### src/hw/cmm_params.svh
// Constants of the code memory mapping block: offsets, fields, resets, timing.
// Assumes inclusion by the top module only.
`ifndef CMM_PARAMS_SVH
`define CMM_PARAMS_SVH

// ----------------------------------------
// Register indices (byte address = 4 x index)
// ----------------------------------------
`define CMM_AUX1_INDEX 8'ha2
`define CMM_CODE_RAM_CONFIG_INDEX 8'hd1
`define CMM_STAT_INDEX 8'h40

// ----------------------------------------
// Field positions and reset values
// ----------------------------------------
`define CMM_DPS_BIT 0
`define CMM_ZERO_BIT 2
`define CMM_GF_BIT 3
`define CMM_BOOT_ROM_ENABLE_BIT 5
`define CMM_RPS_BIT 3
`define CMM_AUX1_RESET 8'h20
`define CMM_CODE_RAM_CONFIG_RESET 8'h00
`define CMM_ST_STRAP_BIT 0
`define CMM_ST_EA_BIT 1
`define CMM_ST_NV_BIT 2
`define CMM_ST_LPC_BIT 3
`define CMM_ST_LOAD_BIT 4
`define CMM_ST_FAULT_BIT 5

// ----------------------------------------
// Program and data space
// ----------------------------------------
`define CMM_BOOT_VECTOR 16'hf800
`define CMM_COLD_VECTOR 16'h0000
`define CMM_CFG_AREA_BASE 16'h7f00
`define CMM_CFG_AREA_BYTES 256

// ----------------------------------------
// Timing
// ----------------------------------------
`define CMM_CLK_HZ 25000000
`define CMM_NV_LOAD_MS 1500
`define CMM_SYNC_FILL 2'h2
`define CMM_EXT_WAIT 2'h2

`endif

### src/hw/cmm_pkg.sv
// Types of the code memory mapping block.
// Assumes the constants header sits beside it.
`default_nettype none

package cmm_pkg;
  // ----------------------------------------
  // Enumerations
  // ----------------------------------------
  typedef enum logic [1:0] {
    FS_CODE_RAM,
    FS_BOOT_ROM,
    FS_EXTERNAL,
    FS_BLOCKED
  } cmm_fetch_src_type;

  typedef enum logic [1:0] {
    XT_EXPANDED,
    XT_CODE_RAM,
    XT_EXTERNAL
  } cmm_xdata_tgt_type;

  typedef enum logic [2:0] {
    EXT_IDLE,
    EXT_ADDR,
    EXT_STROBE,
    EXT_WAIT,
    EXT_DONE
  } cmm_ext_state_type;
endpackage : cmm_pkg

`default_nettype wire

### src/hw/cmm_sync.sv
// Two-stage synchroniser for pin inputs, any width.
// Assumes pins are sampled on pclk with no relation to it.
`default_nettype none

module cmm_sync #(
  parameter int WIDTH = 1
) (
  input wire logic pclk,
  input wire logic presetn,
  input wire logic [WIDTH-1:0] pin_async,
  output logic [WIDTH-1:0] pin_sync_q
);
  // ----------------------------------------
  // Stages
  // ----------------------------------------
  logic [WIDTH-1:0] meta_q;

  always_ff @(posedge pclk or negedge presetn) begin
    if (!presetn) begin
      meta_q <= '0;
      pin_sync_q <= '0;
    end else begin
      meta_q <= pin_async;
      pin_sync_q <= meta_q;
    end
  end
endmodule : cmm_sync

`default_nettype wire

### src/hw/cmm_code_map.sv
// Program and data memory mapping: decodes fetches and data moves onto memories.
// Assumes one core request of each kind per cycle and an APB master for registers.
//
// Design decision made here: the APB slave port.
`default_nettype none
`include "cmm_params.svh"

module cmm_code_map
  import cmm_pkg::*;
#(
  parameter int unsigned NV_LOAD_CYCLES = `CMM_NV_LOAD_MS * (`CMM_CLK_HZ / 1000)
) (
  input wire logic pclk,
  input wire logic presetn,
  input wire logic psel,
  input wire logic penable,
  input wire logic pwrite,
  input wire logic [11:0] paddr,
  input wire logic [31:0] pwdata,
  output logic [31:0] prdata_q,
  output logic pready_q,
  output logic pslverr_q,
  input wire logic fetch_req,
  input wire logic [15:0] fetch_addr,
  input wire logic pmove_req,
  input wire logic [15:0] pmove_addr,
  input wire logic xdata_req,
  input wire logic xdata_write,
  input wire logic [15:0] xdata_addr,
  input wire logic [7:0] xdata_wdata,
  input wire logic external_data_select,
  input wire logic external_access_pin,
  input wire logic boot_select_pin,
  input wire logic low_pin_count_strap,
  input wire logic [7:0] port0_in,
  output var cmm_fetch_src_type fetch_source_q,
  output logic rom_en_q,
  output logic [14:0] rom_addr_q,
  output logic code_ram_en_q,
  output logic code_ram_we_q,
  output logic [14:0] code_ram_addr_q,
  output logic [7:0] code_ram_wdata_q,
  output var cmm_xdata_tgt_type xdata_target_q,
  output logic expanded_data_ram_en_q,
  output logic ext_data_en_q,
  output logic xdata_we_q,
  output logic [15:0] xdata_addr_q,
  output logic program_store_strobe_n_q,
  output logic [7:0] port0_out_q,
  output logic port0_oe_n_q,
  output logic [7:0] port2_out_q,
  output logic [7:0] ext_fetch_data_q,
  output logic ext_fetch_valid_q,
  output logic data_pointer_select_q,
  output logic [15:0] reset_vector_q,
  output logic boot_from_nonvolatile_q,
  output logic boot_load_done_q
);
  // ----------------------------------------
  // Pin synchronisers
  // ----------------------------------------
  logic [10:0] pins_q;
  logic [7:0] p0_sync;
  logic ea_sync, bsel_sync, lpc_sync;

  cmm_sync #(.WIDTH(11)) u_sync (
    .pclk(pclk),
    .presetn(presetn),
    .pin_async({port0_in, external_access_pin, boot_select_pin, low_pin_count_strap}),
    .pin_sync_q(pins_q)
  );
  assign {p0_sync, ea_sync, bsel_sync, lpc_sync} = pins_q;

  // ----------------------------------------
  // Straps caught once after reset release
  // ----------------------------------------
  logic [1:0] strap_cnt_q;
  logic strap_done_q, ea_q, lpc_q;

  always_ff @(posedge pclk or negedge presetn) begin
    if (!presetn) begin
      strap_cnt_q <= 2'h0;
      strap_done_q <= 1'b0;
      ea_q <= 1'b0;
      lpc_q <= 1'b0;
      boot_from_nonvolatile_q <= 1'b0;
      reset_vector_q <= `CMM_COLD_VECTOR;
    end else if (!strap_done_q) begin
      // Wait for the synchronisers to fill before trusting the pins
      if (strap_cnt_q != `CMM_SYNC_FILL) begin
        strap_cnt_q <= strap_cnt_q + 2'h1;
      end else begin
        strap_done_q <= 1'b1;
        ea_q <= ea_sync;
        lpc_q <= lpc_sync;
        boot_from_nonvolatile_q <= bsel_sync;
        reset_vector_q <= ea_sync ? `CMM_BOOT_VECTOR : `CMM_COLD_VECTOR;
      end
    end
    // Pin ignored once caught, so the port is free afterwards
  end

  // ----------------------------------------
  // Nonvolatile load timer
  // ----------------------------------------
  logic [25:0] load_cnt_q;

  always_ff @(posedge pclk or negedge presetn) begin
    if (!presetn) begin
      load_cnt_q <= 26'h0;
      boot_load_done_q <= 1'b0;
    end else if (strap_done_q && !boot_load_done_q) begin
      // Host tool source has no fixed duration, so done at once
      if (!boot_from_nonvolatile_q || load_cnt_q == 26'(NV_LOAD_CYCLES - 1)) begin
        boot_load_done_q <= 1'b1;
      end else begin
        load_cnt_q <= load_cnt_q + 26'h1;
      end
    end
  end

  // ----------------------------------------
  // APB slave and registers
  // ----------------------------------------
  logic gf_q, boot_rom_enable_q, rps_q, fault_q, fault_set;
  logic setup, access, hit_aux1, hit_code_ram_config, hit_stat;
  logic [7:0] aux1_rd, code_ram_config_rd, stat_rd;

  assign setup = psel && !penable;
  assign access = psel && penable && pready_q;
  assign hit_aux1 = paddr == {2'h0, `CMM_AUX1_INDEX, 2'h0};
  assign hit_code_ram_config = paddr == {2'h0, `CMM_CODE_RAM_CONFIG_INDEX, 2'h0};
  assign hit_stat = paddr == {2'h0, `CMM_STAT_INDEX, 2'h0};
  // Reserved bits read as zero
  assign aux1_rd = {2'h0, boot_rom_enable_q, 1'b0, gf_q, 1'b0, 1'b0, data_pointer_select_q};
  assign code_ram_config_rd = {4'h0, rps_q, 3'h0};
  assign stat_rd = {2'h0, fault_q, boot_load_done_q, lpc_q,
                    boot_from_nonvolatile_q, ea_q, strap_done_q};

  always_ff @(posedge pclk or negedge presetn) begin
    if (!presetn) begin
      pready_q <= 1'b0;
      pslverr_q <= 1'b0;
      prdata_q <= 32'h0;
    end else begin
      // No wait state: answer is registered at setup, ready in the first access cycle
      pready_q <= setup;
      if (setup) begin
        pslverr_q <= !(hit_aux1 || hit_code_ram_config || hit_stat);
        prdata_q <= {24'h0, hit_aux1 ? aux1_rd : hit_code_ram_config ? code_ram_config_rd :
                     hit_stat ? stat_rd : 8'h0};
      end
    end
  end

  always_ff @(posedge pclk or negedge presetn) begin
    if (!presetn) begin
      data_pointer_select_q <= 1'(`CMM_AUX1_RESET >> `CMM_DPS_BIT);
      gf_q <= 1'b0;
      boot_rom_enable_q <= 1'b1;
    end else if (access && pwrite && hit_aux1) begin
      data_pointer_select_q <= pwdata[`CMM_DPS_BIT];
      gf_q <= pwdata[`CMM_GF_BIT];
      boot_rom_enable_q <= pwdata[`CMM_BOOT_ROM_ENABLE_BIT];
    end
  end

  always_ff @(posedge pclk or negedge presetn) begin
    if (!presetn) begin
      rps_q <= 1'(`CMM_CODE_RAM_CONFIG_RESET >> `CMM_RPS_BIT);
    end else if (access && pwrite && hit_code_ram_config) begin
      rps_q <= pwdata[`CMM_RPS_BIT];
    end
  end

  // Sticky fault, write one to clear; a new fault in the same cycle wins
  always_ff @(posedge pclk or negedge presetn) begin
    if (!presetn) begin
      fault_q <= 1'b0;
    end else if (fault_set) begin
      fault_q <= 1'b1;
    end else if (access && pwrite && hit_stat && pwdata[`CMM_ST_FAULT_BIT]) begin
      fault_q <= 1'b0;
    end
  end

  // ----------------------------------------
  // Program space decode
  // ----------------------------------------
  logic f_hi, m_hi, ext_idle;
  cmm_ext_state_type ext_st_q;

  assign f_hi = fetch_addr[15];
  assign m_hi = pmove_addr[15];
  assign ext_idle = ext_st_q == EXT_IDLE;
  assign fault_set = ((fetch_req && f_hi) || (pmove_req && m_hi)) && !boot_rom_enable_q && lpc_q;

  always_ff @(posedge pclk or negedge presetn) begin
    if (!presetn) begin
      fetch_source_q <= FS_BOOT_ROM;
    end else if (fetch_req) begin
      if (!f_hi) fetch_source_q <= FS_CODE_RAM;
      else if (boot_rom_enable_q) fetch_source_q <= FS_BOOT_ROM;
      else if (lpc_q) fetch_source_q <= FS_BLOCKED;
      else fetch_source_q <= FS_EXTERNAL;
    end
  end

  always_ff @(posedge pclk or negedge presetn) begin
    if (!presetn) begin
      rom_en_q <= 1'b0;
      rom_addr_q <= 15'h0;
    end else begin
      rom_en_q <= 1'b0;
      if (fetch_req && f_hi && boot_rom_enable_q) begin
        rom_en_q <= 1'b1;
        rom_addr_q <= fetch_addr[14:0];
      end else if (pmove_req && m_hi && boot_rom_enable_q) begin
        rom_en_q <= 1'b1;
        rom_addr_q <= pmove_addr[14:0];
      end
    end
  end

  // Single code RAM port; fetch first, then program move, then data move.
  // No stall is given: writes come from boot ROM code
  always_ff @(posedge pclk or negedge presetn) begin
    if (!presetn) begin
      code_ram_en_q <= 1'b0;
      code_ram_we_q <= 1'b0;
      code_ram_addr_q <= 15'h0;
      code_ram_wdata_q <= 8'h0;
    end else begin
      code_ram_en_q <= 1'b0;
      code_ram_we_q <= 1'b0;
      if (fetch_req && !f_hi) begin
        code_ram_en_q <= 1'b1;
        code_ram_addr_q <= fetch_addr[14:0];
      end else if (pmove_req && !m_hi) begin
        code_ram_en_q <= 1'b1;
        code_ram_addr_q <= pmove_addr[14:0];
      end else if (xdata_req && rps_q) begin
        code_ram_en_q <= 1'b1;
        code_ram_we_q <= xdata_write;
        code_ram_addr_q <= xdata_addr[14:0];
        code_ram_wdata_q <= xdata_wdata;
      end
    end
  end

  // ----------------------------------------
  // Data move decode
  // ----------------------------------------
  always_ff @(posedge pclk or negedge presetn) begin
    if (!presetn) begin
      xdata_target_q <= XT_EXPANDED;
      expanded_data_ram_en_q <= 1'b0;
      ext_data_en_q <= 1'b0;
      xdata_we_q <= 1'b0;
      xdata_addr_q <= 16'h0;
    end else begin
      expanded_data_ram_en_q <= 1'b0;
      ext_data_en_q <= 1'b0;
      xdata_we_q <= 1'b0;
      if (xdata_req) begin
        xdata_we_q <= xdata_write;
        xdata_addr_q <= xdata_addr;
        if (rps_q) begin
          xdata_target_q <= XT_CODE_RAM;
        end else if (external_data_select) begin
          xdata_target_q <= XT_EXTERNAL;
          ext_data_en_q <= 1'b1;
        end else begin
          xdata_target_q <= XT_EXPANDED;
          expanded_data_ram_en_q <= 1'b1;
        end
      end
    end
  end

  // ----------------------------------------
  // External program bus
  // ----------------------------------------
  logic [1:0] wait_q;

  always_ff @(posedge pclk or negedge presetn) begin
    if (!presetn) begin
      ext_st_q <= EXT_IDLE;
      wait_q <= 2'h0;
      program_store_strobe_n_q <= 1'b1;
      port0_out_q <= 8'h0;
      port0_oe_n_q <= 1'b1;
      port2_out_q <= 8'h0;
      ext_fetch_data_q <= 8'h0;
      ext_fetch_valid_q <= 1'b0;
    end else begin
      ext_fetch_valid_q <= 1'b0;
      case (ext_st_q)
        EXT_IDLE: begin
          // Never leaves idle on a low pin count part
          if (fetch_req && f_hi && !boot_rom_enable_q && !lpc_q) begin
            ext_st_q <= EXT_ADDR;
            {port2_out_q, port0_out_q} <= fetch_addr;
            port0_oe_n_q <= 1'b0;
          end else if (pmove_req && m_hi && !boot_rom_enable_q && !lpc_q) begin
            ext_st_q <= EXT_ADDR;
            {port2_out_q, port0_out_q} <= pmove_addr;
            port0_oe_n_q <= 1'b0;
          end
        end
        EXT_ADDR: begin
          ext_st_q <= EXT_STROBE;
          program_store_strobe_n_q <= 1'b0;
          port0_oe_n_q <= 1'b1;
          wait_q <= 2'h0;
        end
        EXT_STROBE: begin
          // Memory data passes the pin synchroniser before it is taken
          if (wait_q == `CMM_EXT_WAIT) begin
            ext_st_q <= EXT_DONE;
          end else begin
            wait_q <= wait_q + 2'h1;
          end
        end
        EXT_DONE: begin
          ext_fetch_data_q <= p0_sync;
          ext_fetch_valid_q <= 1'b1;
          program_store_strobe_n_q <= 1'b1;
          ext_st_q <= EXT_IDLE;
        end
        default: begin
          ext_st_q <= EXT_IDLE;
        end
      endcase
    end
  end

  // ----------------------------------------
  // Checks
  // ----------------------------------------
  chk_dps_write_lands: assert property (@(posedge pclk) disable iff (!presetn)
    access && pwrite && hit_aux1 |=> data_pointer_select_q == $past(pwdata[0]))
    else $error("data pointer select did not follow write");
  chk_reserved_read_zero: assert property (@(posedge pclk) disable iff (!presetn)
    access && !pwrite && (hit_aux1 || hit_code_ram_config) |-> prdata_q[7:6] == 2'h0
      && prdata_q[2] == 1'b0)
    else $error("reserved bits read nonzero");
  chk_map_bit_priority: assert property (@(posedge pclk) disable iff (!presetn)
    xdata_req && rps_q && !(fetch_req && !f_hi) && !(pmove_req && !m_hi)
      |=> xdata_target_q == XT_CODE_RAM && code_ram_en_q && !ext_data_en_q
      && code_ram_we_q == $past(xdata_write) && code_ram_addr_q == $past(xdata_addr[14:0]))
    else $error("code RAM mapping not honoured");
  chk_external_data_select_target: assert property (@(posedge pclk) disable iff (!presetn)
    xdata_req && !rps_q |=> ext_data_en_q == $past(external_data_select)
      && expanded_data_ram_en_q == !$past(external_data_select))
    else $error("data move target wrong");
  chk_rom_rollover: assert property (@(posedge pclk) disable iff (!presetn)
    fetch_req && f_hi && boot_rom_enable_q |=> rom_en_q && fetch_source_q == FS_BOOT_ROM)
    else $error("fetch past code RAM missed boot ROM");
  chk_code_ram_fetch: assert property (@(posedge pclk) disable iff (!presetn)
    fetch_req && !f_hi |=> code_ram_en_q && !code_ram_we_q
      && code_ram_addr_q == $past(fetch_addr[14:0]))
    else $error("low fetch missed code RAM");
  chk_ext_strobe_seq: assert property (@(posedge pclk) disable iff (!presetn)
    ext_idle && fetch_req && f_hi && !boot_rom_enable_q && !lpc_q
      |=> !port0_oe_n_q && program_store_strobe_n_q ##1 !program_store_strobe_n_q
      ##4 ext_fetch_valid_q && program_store_strobe_n_q)
    else $error("external fetch sequence broken");
  chk_lpc_no_ext: assert property (@(posedge pclk) disable iff (!presetn)
    lpc_q |-> program_store_strobe_n_q && port0_oe_n_q)
    else $error("external access on low pin count part");
  chk_boot_vector: assert property (@(posedge pclk) disable iff (!presetn)
    $rose(strap_done_q) |-> reset_vector_q == (ea_q ? 16'hf800 : 16'h0000))
    else $error("reset vector wrong");
  chk_boot_sel_frozen: assert property (@(posedge pclk) disable iff (!presetn)
    strap_done_q && $past(strap_done_q) |-> $stable(boot_from_nonvolatile_q))
    else $error("boot select changed after start");
endmodule : cmm_code_map

`default_nettype wire

### config.mk
export PLATFORM = sky130hd
export DESIGN_NAME = cmm_code_map
export DESIGN_NICKNAME = d
export VERILOG_FILES = /design/src/hw/cmm_pkg.sv /design/src/hw/cmm_sync.sv /design/src/hw/cmm_code_map.sv
export VERILOG_INCLUDE_DIRS = /design/src /design/src/hw
export SDC_FILE = /design/constraint.sdc
export NUM_CORES = 1
export LEC_CHECK = 0
export BUFFER_PORTS_ARGS = -buffer_cell sky130_fd_sc_hd__buf_4
export CORE_AREA = 2 2 131 133
export DETAILED_ROUTE_END_ITERATION = 8
export DIE_AREA = 0 0 133 135
export PLACE_DENSITY = 0.7
export SYNTH_ARGS = -nofsm -noshare
export SYNTH_HDL_FRONTEND = slang
export SYNTH_SLANG_ARGS = --single-unit
### constraint.sdc
create_clock -name pclk -period 2.2 [get_ports pclk]
set_input_delay 0.44 -clock pclk [delete_from_list [all_inputs] [get_ports pclk]]
set_output_delay 0.44 -clock pclk [all_outputs]
set_load 0.02 [all_outputs]
=== After elaboration in Yosys (flattened, before gate mapping) ===
Index checks and enable logic that the tools add are counted.

* Bits in registers: 182
* Bits in latches: 0
* Memory bits (writable): 0
* Memory bits (read-only): 0
* Input bits: 121
* Output and inout port bits: 144
* Memories kept: 0

* Add/subtract/negate cells: 3
* $mul: 0
* Divide/modulo/power cells: 0
* Order comparisons: 0
* Eq/ne operators: 12
* Shift operators: 0
* Muxes and demuxes: 48
* Bitwise operators: 5
* Reductions and logical operators: 51

{| class="wikitable"
|+ Operator list
! cell !! number
|-
| 15-bit two-way mux || 5
|-
| 8-bit two-way mux || 4
|-
| 26-bit by 1-bit adder with 26-bit output, second input constant || 1
|-
| 26-bit equality test, second input constant || 1
|-
| 12-bit by 10-bit equality test with 1-bit output, second input constant || 2
|-
| 1-bit two-way mux || 23
|-
| 1-bit logical AND || 22
|-
| 6-bit two-way mux || 3
|-
| 16-bit two-way mux || 1
|-
| 2-bit AND reduction || 8
|-
| 12-bit by 9-bit equality test with 1-bit output, second input constant || 1
|-
| 2-bit nonzero test || 6
|-
| 2-bit two-way mux || 5
|-
| 3-bit two-way mux || 3
|-
| 3-bit one-hot mux with 3 select lines || 1
|-
| 1-bit zero test || 8
|-
| 2-bit != test, second input constant || 3
|-
| 1-bit inverter || 5
|-
| 2-bit by 1-bit adder with 2-bit output, second input constant || 2
|-
| 1-bit logical OR || 4
|-
| 1-bit one-hot mux with 2 select lines || 2
|-
| 2-bit one-hot mux with 2 select lines || 1
|-
| 3-bit by 1-bit equality test with 1-bit output, second input constant || 1
|-
| 3-bit by 2-bit equality test with 1-bit output, second input constant || 1
|-
| 6 further kinds || 6
|}

=== Depth between registers and ports, before layout ===
* Word-level depth: 7
* Depth in mapped cells: 8

=== Hierarchy ===
A second synthesis with hierarchy kept.

* Cell total of the unflattened synthesis: 626
* Area, all modules: 7184.4 um2

{| class="wikitable"
|+ Modules (own cells, without submodules)
! module !! instances !! cells each !! area each (um2) !! seq. area each (um2)
|-
| cmm_code_map || 1 || 604 || 6633.9 || 3558.4
|-
| cmm_sync || 1 || 22 || 550.5 || 550.5
|}

=== Worst setup path before layout ===
No wires, ideal clock.

* Path type: input to register
* Start point: input paddr[5]
* End point: register data_pointer_select_q
* Library setup time: 125 ps
* Arrival time: 2202 ps
* Required time: 2075 ps
* Setup slack: -127 ps
* Cell stages on the path: 4
* Path buffers: 0
* Path through: or4_4 or4b_4 or3_4 mux2_4

* Word-level cells in the longest chain between the ends: 2

{| class="wikitable"
|+ RTL lines
! what !! RTL line !! RTL
|-
| from (decl) || cmm_code_map.sv:18 || <nowiki>input wire logic [11:0] paddr,</nowiki>
|-
| 12-bit by 10-bit equality test with 1-bit output || cmm_code_map.sv:131 || <nowiki>assign hit_aux1 = paddr == {2'h0, `CMM_AUX1_INDEX, 2'h0};</nowiki>
|-
| 1-bit logical AND || cmm_code_map.sv:161 || <nowiki>end else if (access && pwrite && hit_aux1) begin</nowiki>
|-
| to (signal assigned) || cmm_code_map.sv:158 || <nowiki>data_pointer_select_q <= 1'(`CMM_AUX1_RESET >> `CMM_DPS_BIT);</nowiki>
|-
| to (signal assigned) || cmm_code_map.sv:162 || <nowiki>data_pointer_select_q <= pwdata[`CMM_DPS_BIT];</nowiki>
|-
| to (decl) || cmm_code_map.sv:54 || <nowiki>output logic data_pointer_select_q,</nowiki>
|}

No other way between the ends.
A chain may end at the register's enable or synchronous reset.

=== Final worst setup path ===
* Start point: input paddr[5]
* End point: register gf_q

* Word-level cells in the longest chain between the ends: 2

{| class="wikitable"
|+ RTL lines
! what !! RTL line !! RTL
|-
| 12-bit by 10-bit equality test with 1-bit output || cmm_code_map.sv:131 ||
|-
| 1-bit logical AND || cmm_code_map.sv:161 ||
|-
| to (signal assigned) || cmm_code_map.sv:163 || <nowiki>gf_q <= pwdata[`CMM_GF_BIT];</nowiki>
|-
| to (decl) || cmm_code_map.sv:125 || <nowiki>logic gf_q, boot_rom_enable_q, rps_q, fault_q, fault_set;</nowiki>
|}

No other way between the ends.

==> run_results.csv <==
group,metric,value,unit
run_status,status,"finished, final reports clean",
timing,final_hold_viol_count,0,
routing,detailroute.via_count,5192,
global_route,grt_antenna_before_repair,0,
global_route,grt_overflow_total,0,
timing,report.final.setup_viol,0,
timing,postLayoutSetupSlackWorst,0.2440,ns
worst_setup_path,critical_path_required,2.51,ns
yosys,synth_area_leader_cell,"sky130_fd_sc_hd__dfrtp_1",
clock_network,numCtsBuffers,17,
floorplan,design.die.area,0.01796,mm2
placed_design,detailedPlace.worstSlack,-0.1990,ns
clock_network,clock-sinks,164,
worst_setup_path,cp_max_stage_cell,"sky130_fd_sc_hd__or4_4",
clock_network,clock_latency,0.43,ns
yosys,yosys-top-cells-area,"sky130_fd_sc_hd__dfrtp_1 56%, sky130_fd_sc_hd__mux2i_1 6.3%, sky130_fd_sc_hd__mux2_2 5.8%",
yosys,muxShareOfSynthArea,12.77,%
timing,finalHoldWorstSlack,0.1124,ns
timing,period_needed,1.956,ns
yosys,synth.top_cell.area_share,56.06,%
final_layout,layout.cells.non_filler,1070,
floorplan,top_level_ports,265,
routing,avg_wl_per_cell,16.78,um
global_route,first_global_vias,5178,
yosys,synth_adder_area_share,0.5256,%
clock_network,clock_tree.buffer_depth,2,
yosys,synth_compound_gate_area_share,6.605,%
routing,routed_wl,17.95,mm
power,worst_ir_drop_vdd,0.5420,mV
clock_network,max_h_tree_level,4,
timing,tightestPinTransition,1.127,ns
floorplan,die_span_x,133,um
worst_setup_path,critPathArrivalTime,2.27,ns
floorplan,effective_utilization_at_floorplan,43.53,%
yosys,main_combinational_cell_family_by_area_after_synthesis,"multiplexers",
worst_setup_path,worstSetupPathType,"in -> reg",
yosys,synth_async_reset_ratio,100.0,%
worst_setup_path,critical_path.max_stage_delay,0.54,ns
routing,detail_route.drc_violations,0,
timing,skew,0.01073,ns
yosys,synthesis.instances,635,
timing,tns,0,ns
power,p_leak,0.004664,uW
clock_network,cts_tree,"yes",
floorplan,core_region_area,0.01641,mm2
routing,avgViaCountPerCell,4.852,
floorplan,std_cell_rows,47,
routing,firstDrtPassIters,4,
final_layout,area_growth_syn_to_layout,31.04,%
power,cellPowerDensity,887.7,mW/mm2
placed_design,placed_cell_area,0.008792,mm2
yosys,synth-seq-cells,164,
yosys,synth_top_flop_cell,"sky130_fd_sc_hd__dfrtp_1",
yosys,synthXorXnorAreaFrac,3.189,%
worst_setup_path,worstRegToRegCells,6,
yosys,synth.lib_cells_used.distinct,44,
timing,maxSlewHeadroom,24.54,%
worst_setup_path,worstSetupEndpointType,"flip-flop",
worst_setup_path,cp_max_fo,3,
final_layout,antenna-diode-count,0,
yosys,syn-cell-area,0.007142,mm2
placed_design,routabilityCongestion,0.8068,
routing,detail_route.iter0.violations,304,
final_layout,finish.net_count,961,
yosys,yosys.area_share.simple,12.68,%
flow_run,timing.max_cap.violations,0,
final_layout,drive_above_1_share,35.29,%
placed_design,port_buffers,198,
yosys,synth.avg_cell_area,11.25,um2
final_layout,finalInstanceArea,0.009359,mm2
worst_setup_path,setup.worst_path.start_class,"input port",
global_route,grt_start_max_net_pins,47,
clock_network,cts_root_buffer,"sky130_fd_sc_hd__clkbuf_16",
yosys,post_synth_edffs,0,
hold_path,worstHoldPathCells,1,
routing,route.antenna.remaining_nets,0,
yosys,synth-warning-count,0,
floorplan,fp.dieH,135,um
placed_design,dpl.hpwl,13.56,mm
clock_network,cts_post_setup_buffers_inserted,0,
global_route,globalRouteTotalUtil,20.72,%
timing,grt_setup_unrepaired,"no",
clock_network,clkSlewWorstSetupHoldPaths,0.07,ns
timing,report.final.slew_viol_count,0,
yosys,synth_seq_area_share,57.53,%
worst_setup_path,crit_path_cell_trace,"buf_4 > or4_4 > or4b_4 > or3_4 > mux2_4",
timing,final.period_utilization,88.91,%
timing,fmaxAchievable,511.3,MHz
hold_path,hold_class,"in -> reg",
placed_design,placedCellCount,1037,
global_route,grt_first_pass_wirelength,28.39,mm
## worst paths after layout
check	from	end	slack, ns
setup reg to reg	load_cnt_q[16]$_DFFE_PN0P_	load_cnt_q[20]$_DFFE_PN0P_	0.28
hold / removal	port0_in[1]	u_sync.meta_q[4]$_DFF_PN0_	0.11
hold reg to reg	u_sync.meta_q[1]$_DFF_PN0_	u_sync.pin_sync_q[1]$_DFF_PN0_	0.35
min in group asynchronous	presetn	ext_fetch_data_q[1]$_DFFE_PN0P_	0.52
max in group asynchronous	presetn	load_cnt_q[16]$_DFFE_PN0P_	1.04
setup / recovery	paddr[5]	gf_q$_DFFE_PN0P_	0.24
## metal layers
layer  part of all wire [%]  track usage [%]
met1                     44            28.26
met2                     47            32.10
met5                      0                0
met4                    1.7            7.527
met3                    7.0            5.480
## worst max-delay path: cells and delay by family
kind	cells	cell delay, ns
buffers and inverters	1	0.11
multiplexers	1	0.31
AND/OR/NAND/NOR	3	1.41
## power by group
part	internal, uW	switching [uW]	total, uW
Sequential	3410	246	3650
Combinational	799	1040	1840
Clock	1500	1320	2810
## repair_timing
action                    in CTS  in global routing
gates resized for setup        0                  0
hold endpoints to repair      40                  0
hold buffers                   1                  0
## cells by family (layout without fill, tap and decap cells)
group,count (synthesis),after routing
mux,85,85
simple gates,184,184
other cells,1,37
xor+xnor,26,26
fa+ha+maj,3,3
flops,164,164
buf+inv,84,263
compound gates,88,88
## area by class of cell
cell class | instances | area [um2]
Fill cell | 1446 | 7048
Sequential cell | 164 | 4109
Multi-Input combinational cell | 423 | 2709
Timing Repair Buffer | 216 | 1653
Clock buffer | 17 | 425.4
Tap cell | 220 | 275.3
Clock inverter | 15 | 131.4
Inverter | 15 | 56.30
## synthesized netlist by cell type, types with 4 or more instances
| master | number |
|---|---|
| sky130_fd_sc_hd__dfrtp_1 | 160 |
| sky130_fd_sc_hd__nand2_1 | 62 |
| sky130_fd_sc_hd__nor2_1 | 46 |
| sky130_fd_sc_hd__mux2i_1 | 45 |
| sky130_fd_sc_hd__buf_4 | 42 |
| sky130_fd_sc_hd__o21ai_0 | 40 |
| sky130_fd_sc_hd__a21oi_1 | 37 |
| sky130_fd_sc_hd__mux2_2 | 37 |
| sky130_fd_sc_hd__clkbuf_1 | 23 |
| sky130_fd_sc_hd__xnor2_1 | 21 |
| sky130_fd_sc_hd__inv_1 | 15 |
| sky130_fd_sc_hd__nand3_1 | 12 |
| sky130_fd_sc_hd__nand4_1 | 12 |
| sky130_fd_sc_hd__nor3_1 | 10 |
| sky130_fd_sc_hd__nand2b_1 | 6 |
| sky130_fd_sc_hd__xor2_1 | 5 |
| sky130_fd_sc_hd__and2_1 | 4 |
| sky130_fd_sc_hd__and3_1 | 4 |
| sky130_fd_sc_hd__and4_1 | 4 |
| sky130_fd_sc_hd__dfstp_2 | 4 |
| sky130_fd_sc_hd__nor3b_1 | 4 |
| sky130_fd_sc_hd__nor4b_1 | 4 |
## metrics by stage
step / utilization [%] / power, uW
4_1_cts: 57.04 / 8409
2_1_floorplan: - / 4676
5_1_grt: 57.04 / 8731
6_report: 57.04 / 8308
3_5_place_dp: 53.59 / 5577
3_3_place_gp: 53.59 / 5534
## sequential cells by signal (all words and copies together), names as in the netlist, 6 cells and up
register,cells
port0_out_q,8
code_ram_wdata_q,8
u_sync.pin_sync_q,11
rom_addr_q,15
xdata_addr_q,16
code_ram_addr_q,15
prdata_q,6
ext_fetch_data_q,8
port2_out_q,8
load_cnt_q,26
u_sync.meta_q,11
## cell usage in the layout, fill, tap and decap left out, types with 3 or more instances in the layout
cell / count
sky130_fd_sc_hd__nor3_1: 10
sky130_fd_sc_hd__nand2b_1: 6
sky130_fd_sc_hd__nor2_1: 46
sky130_fd_sc_hd__or4_1: 3
sky130_fd_sc_hd__xor2_1: 5
sky130_fd_sc_hd__mux2i_1: 45
sky130_fd_sc_hd__dfstp_2: 4
sky130_fd_sc_hd__mux2_2: 37
sky130_fd_sc_hd__and4_1: 4
sky130_fd_sc_hd__ha_1: 3
sky130_fd_sc_hd__inv_6: 9
sky130_fd_sc_hd__inv_1: 15
sky130_fd_sc_hd__nand4_1: 12
sky130_fd_sc_hd__inv_8: 3
sky130_fd_sc_hd__o21ai_0: 40
sky130_fd_sc_hd__nand2_1: 62
sky130_fd_sc_hd__dfrtp_1: 160
sky130_fd_sc_hd__buf_4: 212
sky130_fd_sc_hd__clkbuf_16: 17
sky130_fd_sc_hd__and2_1: 4
sky130_fd_sc_hd__nor4b_1: 4
sky130_fd_sc_hd__nor3b_1: 4
sky130_fd_sc_hd__mux2_4: 3
sky130_fd_sc_hd__a21oi_1: 36
sky130_fd_sc_hd__conb_1: 37
sky130_fd_sc_hd__xnor2_1: 21
sky130_fd_sc_hd__and3_1: 4
sky130_fd_sc_hd__nand3_1: 12
Power figures use the tool's default switching activity.
